===== src/common/sbit_pkg.sv =====
package sbit_pkg;
    // register byte offsets
    localparam logic [3:0] off_control = 4'h0;
    localparam logic [3:0] off_count   = 4'h4;
    localparam logic [3:0] off_period  = 4'h8;
    localparam logic [3:0] off_status  = 4'hc;

    // control field positions
    localparam int run_bit       = 15;
    localparam int idle_halt_bit = 13;
    localparam int gate_bit      = 6;
    localparam int prescale_lo   = 4;
    localparam int sync_bit      = 2;
    localparam int source_bit    = 1;

    // status field positions
    localparam int flag_bit      = 0;
    localparam int idle_bit      = 1;

    // writable control bits; the rest read as zero
    localparam logic [15:0] control_mask  = 16'ha076;
    localparam logic [15:0] control_reset = 16'h0000;
    localparam logic [15:0] count_reset   = 16'h0000;
    localparam logic [15:0] period_reset  = 16'hffff;

    // prescale terminal counts for 1:1, 1:8, 1:64, 1:256
    localparam logic [7:0] div1_last   = 8'h00;
    localparam logic [7:0] div8_last   = 8'h07;
    localparam logic [7:0] div64_last  = 8'h3f;
    localparam logic [7:0] div256_last = 8'hff;

    localparam logic [1:0] resp_okay   = 2'b00;
    localparam logic [1:0] resp_slverr = 2'b10;

    typedef enum logic [3:0]
    {
        sbit_mode_timer = 4'b0001,
        sbit_mode_gated = 4'b0010,
        sbit_mode_sync  = 4'b0100,
        sbit_mode_async = 4'b1000
    } sbit_mode_type;
endpackage


===== src/verilog/sbit_timer.sv =====
// Our own choices: the address map and the AXI4-Lite register port.
`timescale 1ns/1ps
module sbit_timer
(
    // clock and reset
    input  wire logic        aclk,
    input  wire logic        aresetn,
    // axi4-lite write address
    input  wire logic [3:0]  s_axi_awaddr,
    input  wire logic        s_axi_awvalid,
    output logic             s_axi_awready,
    // axi4-lite write data
    input  wire logic [31:0] s_axi_wdata,
    input  wire logic [3:0]  s_axi_wstrb,
    input  wire logic        s_axi_wvalid,
    output logic             s_axi_wready,
    // axi4-lite write response
    output logic [1:0]       s_axi_bresp,
    output logic             s_axi_bvalid,
    input  wire logic        s_axi_bready,
    // axi4-lite read address
    input  wire logic [3:0]  s_axi_araddr,
    input  wire logic        s_axi_arvalid,
    output logic             s_axi_arready,
    // axi4-lite read data
    output logic [31:0]      s_axi_rdata,
    output logic [1:0]       s_axi_rresp,
    output logic             s_axi_rvalid,
    input  wire logic        s_axi_rready,
    // device and pin inputs
    input  wire logic        external_count_input,
    input  wire logic        idle_mode,
    // timer event
    output logic             timer_flag
);
    logic [15:0]   timer_control;
    logic [15:0]   count_value_register;
    logic [15:0]   period_value;
    logic          flag;
    logic [15:0]   next_timer_control;
    logic [15:0]   next_count_value_register;
    logic [15:0]   next_period_value;
    logic          next_flag;
    logic          pin_meta;
    logic          pin_sync;
    logic          pin_prev;
    logic          idle_meta;
    logic          idle_sync;
    logic          async_stage;
    logic          next_async_stage;
    logic          aw_held;
    logic          w_held;
    logic [3:0]    aw_addr;
    logic [31:0]   w_data;
    logic [3:0]    w_strb;
    logic          next_aw_held;
    logic          next_w_held;
    logic [3:0]    next_aw_addr;
    logic [31:0]   next_w_data;
    logic [3:0]    next_w_strb;
    logic          next_bvalid;
    logic [1:0]    next_bresp;
    logic          next_rvalid;
    logic [31:0]   next_rdata;
    logic [1:0]    next_rresp;
    logic          running;
    logic          pin_rise;
    logic          raw_tick;
    logic          pre_tick;
    logic          count_tick;
    logic          gate_ok;
    logic          do_write;
    logic          sync_locked;
    sbit_pkg::sbit_mode_type mode;

    function automatic logic [15:0] merge16(input logic [15:0] old, input logic [31:0] data,
                                             input logic [3:0] strb);
        merge16 = old;
        if (strb[0])
            merge16[7:0] = data[7:0];
        if (strb[1])
            merge16[15:8] = data[15:8];
    endfunction

    function automatic logic addr_known(input logic [3:0] addr);
        addr_known = (addr == sbit_pkg::off_control) || (addr == sbit_pkg::off_count) ||
                     (addr == sbit_pkg::off_period) || (addr == sbit_pkg::off_status);
    endfunction

    // mode decode
    always_comb
    begin
        if (!timer_control[sbit_pkg::source_bit])
            mode = timer_control[sbit_pkg::gate_bit] ? sbit_pkg::sbit_mode_gated
                                                    : sbit_pkg::sbit_mode_timer;
        else
            mode = timer_control[sbit_pkg::sync_bit] ? sbit_pkg::sbit_mode_sync
                                                    : sbit_pkg::sbit_mode_async;
    end

    // pin edge and idle level, two flip-flops before use
    always_ff @(posedge aclk)
    begin
        if (!aresetn)
        begin
            pin_meta  <= 1'b0;
            pin_sync  <= 1'b0;
            pin_prev  <= 1'b0;
            idle_meta <= 1'b0;
            idle_sync <= 1'b0;
        end
        else
        begin
            pin_meta  <= external_count_input;
            pin_sync  <= pin_meta;
            pin_prev  <= pin_sync;
            idle_meta <= idle_mode;
            idle_sync <= idle_meta;
        end
    end

    assign pin_rise = pin_sync && !pin_prev;
    assign running  = timer_control[sbit_pkg::run_bit] &&
                      !(timer_control[sbit_pkg::idle_halt_bit] && idle_sync);
    // aclk stands for the instruction clock; each aclk cycle is one count edge
    always_comb
    begin
        case (mode)
            sbit_pkg::sbit_mode_timer: raw_tick = running;
            sbit_pkg::sbit_mode_gated: raw_tick = running;
            sbit_pkg::sbit_mode_sync:  raw_tick = running && pin_rise;
            sbit_pkg::sbit_mode_async: raw_tick = running && pin_rise;
            default:                   raw_tick = 1'b0;
        endcase
    end
    assign gate_ok = (mode != sbit_pkg::sbit_mode_gated) || pin_sync;

    sbit_prescaler u_prescaler
    (
        .aclk            (aclk),
        .aresetn         (aresetn),
        .tick_in         (raw_tick && gate_ok),
        .prescale_select (timer_control[sbit_pkg::prescale_lo +: 2]),
        .clear           (!running),
        .tick_out        (pre_tick)
    );

    // synchronous mode re-times the prescaled event; asynchronous mode uses it directly
    always_comb
    begin
        next_async_stage = pre_tick;
        if (mode == sbit_pkg::sbit_mode_sync)
            count_tick = async_stage;
        else
            count_tick = pre_tick;
    end

    assign sync_locked = (mode == sbit_pkg::sbit_mode_sync) && timer_control[sbit_pkg::run_bit];
    assign do_write    = aw_held && w_held && (!s_axi_bvalid || s_axi_bready);

    // bus write channel and registers
    always_comb
    begin
        next_aw_held              = aw_held;
        next_w_held               = w_held;
        next_aw_addr              = aw_addr;
        next_w_data               = w_data;
        next_w_strb               = w_strb;
        next_bvalid               = s_axi_bvalid && !s_axi_bready;
        next_bresp                = s_axi_bresp;
        next_timer_control        = timer_control;
        next_count_value_register = count_value_register;
        next_period_value         = period_value;
        next_flag                 = flag;
        if (s_axi_awvalid && s_axi_awready)
        begin
            next_aw_held = 1'b1;
            next_aw_addr = s_axi_awaddr;
        end
        if (s_axi_wvalid && s_axi_wready)
        begin
            next_w_held = 1'b1;
            next_w_data = s_axi_wdata;
            next_w_strb = s_axi_wstrb;
        end
        if (do_write)
        begin
            next_aw_held = 1'b0;
            next_w_held  = 1'b0;
            next_bvalid  = 1'b1;
            next_bresp   = addr_known(aw_addr) ? sbit_pkg::resp_okay : sbit_pkg::resp_slverr;
            case (aw_addr)
                sbit_pkg::off_control:
                    next_timer_control = merge16(timer_control, w_data, w_strb) & sbit_pkg::control_mask;
                sbit_pkg::off_count:
                    if (!sync_locked)
                        next_count_value_register = merge16(count_value_register, w_data, w_strb);
                sbit_pkg::off_period:
                    next_period_value = merge16(period_value, w_data, w_strb);
                sbit_pkg::off_status:
                    if (w_strb[0] && w_data[sbit_pkg::flag_bit])
                        next_flag = 1'b0;
                default:
                    next_period_value = period_value;
            endcase
        end
        // counting follows the write so an event beats a same-cycle flag clear
        if (count_tick)
        begin
            if (count_value_register == period_value)
            begin
                next_count_value_register = 16'h0000;
                next_flag                 = 1'b1;
            end
            else
            begin
                next_count_value_register = count_value_register + 16'h0001;
            end
        end
    end

    // bus read channel
    always_comb
    begin
        next_rvalid = s_axi_rvalid && !s_axi_rready;
        next_rdata  = s_axi_rdata;
        next_rresp  = s_axi_rresp;
        if (s_axi_arvalid && s_axi_arready)
        begin
            next_rvalid = 1'b1;
            next_rresp  = addr_known(s_axi_araddr) ? sbit_pkg::resp_okay : sbit_pkg::resp_slverr;
            case (s_axi_araddr)
                sbit_pkg::off_control: next_rdata = {16'h0000, timer_control};
                sbit_pkg::off_count:   next_rdata = {16'h0000, count_value_register};
                sbit_pkg::off_period:  next_rdata = {16'h0000, period_value};
                sbit_pkg::off_status:  next_rdata = {30'h0, idle_sync, flag};
                default:               next_rdata = 32'h00000000;
            endcase
        end
    end

    assign s_axi_awready = !aw_held;
    assign s_axi_wready  = !w_held;
    assign s_axi_arready = !s_axi_rvalid;
    assign timer_flag    = flag;

    always_ff @(posedge aclk)
    begin
        if (!aresetn)
        begin
            timer_control        <= sbit_pkg::control_reset;
            count_value_register <= sbit_pkg::count_reset;
            period_value         <= sbit_pkg::period_reset;
            flag                 <= 1'b0;
            async_stage          <= 1'b0;
            aw_held              <= 1'b0;
            w_held               <= 1'b0;
            aw_addr              <= 4'h0;
            w_data               <= 32'h00000000;
            w_strb               <= 4'h0;
            s_axi_bvalid         <= 1'b0;
            s_axi_bresp          <= sbit_pkg::resp_okay;
            s_axi_rvalid         <= 1'b0;
            s_axi_rdata          <= 32'h00000000;
            s_axi_rresp          <= sbit_pkg::resp_okay;
        end
        else
        begin
            timer_control        <= next_timer_control;
            count_value_register <= next_count_value_register;
            period_value         <= next_period_value;
            flag                 <= next_flag;
            async_stage          <= next_async_stage;
            aw_held              <= next_aw_held;
            w_held               <= next_w_held;
            aw_addr              <= next_aw_addr;
            w_data               <= next_w_data;
            w_strb               <= next_w_strb;
            s_axi_bvalid         <= next_bvalid;
            s_axi_bresp          <= next_bresp;
            s_axi_rvalid         <= next_rvalid;
            s_axi_rdata          <= next_rdata;
            s_axi_rresp          <= next_rresp;
        end
    end
endmodule // sbit_timer


===== src/verilog/sbit_prescaler.sv =====
`timescale 1ns/1ps
module sbit_prescaler
(
    // clock and reset
    input  wire logic       aclk,
    input  wire logic       aresetn,
    // control
    input  wire logic       tick_in,
    input  wire logic [1:0] prescale_select,
    input  wire logic       clear,
    // prescaled event
    output logic            tick_out
);
    logic [7:0] div_count;
    logic [7:0] next_div_count;
    logic [7:0] last_value;

    always_comb
    begin
        case (prescale_select)
            2'b00:   last_value = sbit_pkg::div1_last;
            2'b01:   last_value = sbit_pkg::div8_last;
            2'b10:   last_value = sbit_pkg::div64_last;
            default: last_value = sbit_pkg::div256_last;
        endcase
        next_div_count = div_count;
        tick_out       = 1'b0;
        if (clear)
        begin
            next_div_count = 8'h00;
        end
        else if (tick_in)
        begin
            if (div_count >= last_value)
            begin
                next_div_count = 8'h00;
                tick_out       = 1'b1;
            end
            else
            begin
                next_div_count = div_count + 8'h01;
            end
        end
    end

    always_ff @(posedge aclk)
    begin
        if (!aresetn)
            div_count <= 8'h00;
        else
            div_count <= next_div_count;
    end
endmodule // sbit_prescaler


===== config.mk =====
export PLATFORM = sky130hd
export DESIGN_NAME = sbit_timer
export DESIGN_NICKNAME = d
export VERILOG_FILES = /design/src/common/sbit_pkg.sv /design/src/verilog/sbit_timer.sv /design/src/verilog/sbit_prescaler.sv
export SDC_FILE = /design/constraint.sdc
export NUM_CORES = 1
export LEC_CHECK = 0
export ABC_AREA = 1
export BUFFER_PORTS_ARGS = -buffer_cell sky130_fd_sc_hd__buf_4
export CORE_ASPECT_RATIO = 1.4
export CORE_MARGIN = 5
export CORE_UTILIZATION = 40
export DETAILED_ROUTE_END_ITERATION = 10
export GPL_TIMING_DRIVEN = 0
export PLACE_DENSITY_LB_ADDON = 0.2
export REMOVE_ABC_BUFFERS = 1
export SYNTH_ARGS = -nofsm -noshare
export SYNTH_HDL_FRONTEND = slang
export SYNTH_SLANG_ARGS = --single-unit

===== constraint.sdc =====
create_clock -name aclk -period 5.3 [get_ports aclk]
set_input_delay 0.265 -clock aclk [delete_from_list [all_inputs] [get_ports aclk]]
set_output_delay 0.265 -clock aclk [all_outputs]
set_load 0.01 [all_outputs]

==> flow_summary_export.csv <==
group,metric,value,unit
worst_setup_path,crit_chain,"nand2_1 > ha_1 > nand2_1 > nor3_1 > nor3_1 > nand2_2 > nand3_4 > nand2_4 > nand2_1 > nand3_1 > nand2_1 > inv_1",
cells_and_area,seq_area,1960,sq um
route,drtIter0Drc,334,
clock_network,cts_tree,"built",
floorplan,die_h,144,um
worst_setup_path,slowest_stage,"dfxtp_1",
timing,skew,0.00332,ns
synth,yosysSeqAreaShare,38.5,%
clock_network,cts_resized,0,
placed_design,dp_hpwl,9060,um
placed_design,dpl_cell_area,5450,sq um
global_routing,antenna_found_initial,0,
cells_and_area,drive_gt1_share,12.4,%
cells_and_area,area_growth,12.4,%
route,dr.pass1.iters,5,
synth,synth_edf_count,0,
clock_network,cts_max_level,3,
worst_setup_path,cpPeakStageDelay,0.49,ns
clock_network,cts_num_sinks,98,
timing,fmax,415,MHz
worst_setup_path,crit_fanout,33,
synth,ys.flop_type,"dfxtp_1",
power,leakage,0.00251,uW
route,drcViolationCount,0,
run,cap_violations,0,
floorplan,rows,48,
worst_setup_path,r2r-end,"count_value_register[1]",
run_status,status,"complete, no violations",
power,vdd.ir_drop.worst,0.000139,V
clock_network,cts_made_buffers,9,
cells_and_area,multi_input_area,2510,sq um
worst_setup_path,crit_cells,12,
worst_setup_path,crit_buf_inv,1,
placed_design,io_buffers,58,
cells_and_area,final_common_cell,"nand2_1",
worst_setup_path,r2r_slack,2.89,ns
worst_setup_path,crit_end,"count_value_register[1]",
power,powerDensity,266,nW/um^2
synth,ys_ff_latch,98,
clock_network,cts.clk_slew.worst_paths,0.06,ns
cells_and_area,final_nets,819,
timing,finalHoldViolations,0,
worst_setup_path,worst_ep_arrival_time,2.70,ns
synth,syn-cell-area,5100,sq um
worst_setup_path,crit_path_start,"timer_control[5]",
global_routing,track_usage,17.6,%
timing,worst_pin_slew,1.09,ns
route,wl_per_cell,14.3,um
cells_and_area,stdcell_count,914,
min_path,min_path_type,"input port to register",
placed_design,dp_cells,900,
synth,ys_types,40,
synth,postSynthCellCount,730,
worst_setup_path,rr_worst_depth,12,
floorplan,ios,95,
synth,async_flop_share,0,%
global_routing,grt_overflow,0,
clock_network,clock_path_buffers,2,
floorplan,die_area,15100,sq um
cells_and_area,layout_common_cells,"141 x nand2_1, 98 x dfxtp_1, 89 x inv_1",
timing,period_share,45.5,%
worst_setup_path,critical_path.startpoint_type,"register",
timing,fin_crit,2.41,ns
worst_setup_path,worstPathRequired,5.59,ns
placed_design,place.gp.congestion,0.922,
timing,relSlewSlack,26.8,%
timing,rsz0062_at_grt,"no",
timing,slew_violations,0,
worst_setup_path,path_common_cell,"nand2_1",
clock_network,insertion_delay,0.34,ns
global_routing,grt_pass1_wl,21600,um
cells_and_area,n_antenna_cell,0,
worst_setup_path,reg2reg_from,"timer_control[5]",
floorplan,die_x,105,um
synth,yosys_warnings,0,
floorplan,coreArea,12400,sq um
global_routing,grt_pass1_vias,4501,
power,finalPower,1530,uW
worst_setup_path,cpLargestDelayFamily,"simple AND/OR/NAND/NOR gates",
worst_setup_path,end_kind,"register",
cells_and_area,stdcell_area,5730,sq um
synth,avgSynthCellArea,6.99,sq um
route,viasPerCell,5.11,
global_routing,grt_max_degree,57,
clock_network,root_buffer,"clkbuf_16",
timing,tns,0,ns
clock_network,post_cts_buffers,0,
cells_and_area,nFillCells,1304,
worst_setup_path,crit_type,"register to register",
floorplan,start_util,41.0,%
route,antenna_left,0,
route,routed_wl,13000,um
route,vias,4669,
clock_network,postCtsHoldBufs,0,
timing,setup_viol,0,
## where the power goes
group	switching, uW	internal, uW
clock	274	360
sequential	13.8	758
combinational	75.5	43.5
## per-layer routing
metal  GRT usage (%)  wire (um)
met4            5.46        177
met5               0          0
met3            3.42        721
met1            21.0       5560
met2            31.9       6590
## through the flow
| stage | hold WS (ns) | utilization, % | setup slack, ns |
|---|---|---|---|
| after floorplan | 0.358 | - | 3.36 |
| after global placement | 0.395 | 43.9 | 2.57 |
| after detailed placement | 0.398 | 43.9 | 2.51 |
| after CTS | 0.0944 | 46.1 | 2.80 |
| after global routing | 0.113 | 46.1 | 2.59 |
| final | 0.0989 | 46.1 | 2.89 |
## worst register-to-register path, stage by stage, from the launching register on
cell	delay, ns
dfxtp_1	0.49
nand2_1	0.14
ha_1	0.31
nand2_1	0.07
nor3_1	0.17
nor3_1	0.08
nand2_2	0.10
nand3_4	0.34
nand2_4	0.36
nand2_1	0.10
nand3_1	0.10
nand2_1	0.06
inv_1	0.06
## Yosys cell counts (2+ instances only)
master	instances	share of area, %
nor3_2	3	0.59
inv_1	89	6.6
o21ai_0	52	5.1
o21ai_1	2	0.20
inv_2	5	0.37
nor3b_1	3	0.44
xnor2_1	3	0.52
nand3_1	44	4.3
a21oi_2	2	0.34
o22ai_1	5	0.61
nand4_1	23	2.8
nand3_2	2	0.39
clkbuf_1	15	1.1
nand2_1	141	10
or2_2	2	0.25
nor2_1	73	5.4
xor2_1	26	4.5
nor2_2	5	0.61
a21oi_1	63	6.2
o211ai_1	5	0.74
dfxtp_1	98	38
ha_1	5	1.2
o221ai_1	4	0.69
nor3_1	6	0.59
nor4_1	2	0.25
clkinv_1	2	0.15
buf_2	14	1.4
buf_4	21	3.1
buf_6	4	0.88
## how the worst min path moves through the flow
stage	from	endpoint	slack (ns)	cells past startpoint
5_1_grt	idle_mode	idle_meta	0.11	3
4_1_cts	external_count_input	pin_meta	0.09	3
6_report	idle_mode	idle_meta	0.1	3
3_5_place_dp	pin_meta	pin_sync	0.40	2
2_1_floorplan	aresetn	idle_meta	0.36	2
3_3_place_gp	pin_meta	pin_sync	0.39	2
## flip-flops by register name, indices dropped and copies added (netlist names)
name,count
period_value,16
s_axi_rresp,1
count_value_register,16
s_axi_rvalid,1
u_prescaler.div_count,8
w_held,1
idle_meta,1
pin_sync,1
w_strb,2
timer_flag,1
timer_control,7
aw_addr,4
w_data,16
s_axi_rdata,16
s_axi_bvalid,1
async_stage,1
pin_prev,1
s_axi_bresp,1
pin_meta,1
idle_sync,1
aw_held,1
## kinds of logic (layout without fill, tap and decap cells)
logic type	count (synthesis)	in the layout	synth area share, %
flip-flops	98	98	38.5
AO/OA/AOI/OAI	138	138	14.7
other	1	18	0.0735
AND/OR/NAND/NOR	308	308	26.9
adder cells (fa/ha/maj)	5	5	1.23
buffers and inverters	151	168	13.6
XOR/XNOR	29	29	4.98
## area by class of cell
class,count,area share [%]
Clock buffer,11,4.06
Sequential cell,98,34.2
Clock inverter,3,0.742
Timing Repair Buffer,58,7.59
Tap cell,150,3.27
Multi-Input combinational cell,498,43.8
Inverter,96,6.29
Note: power is estimated with default switching activity, not from simulation.
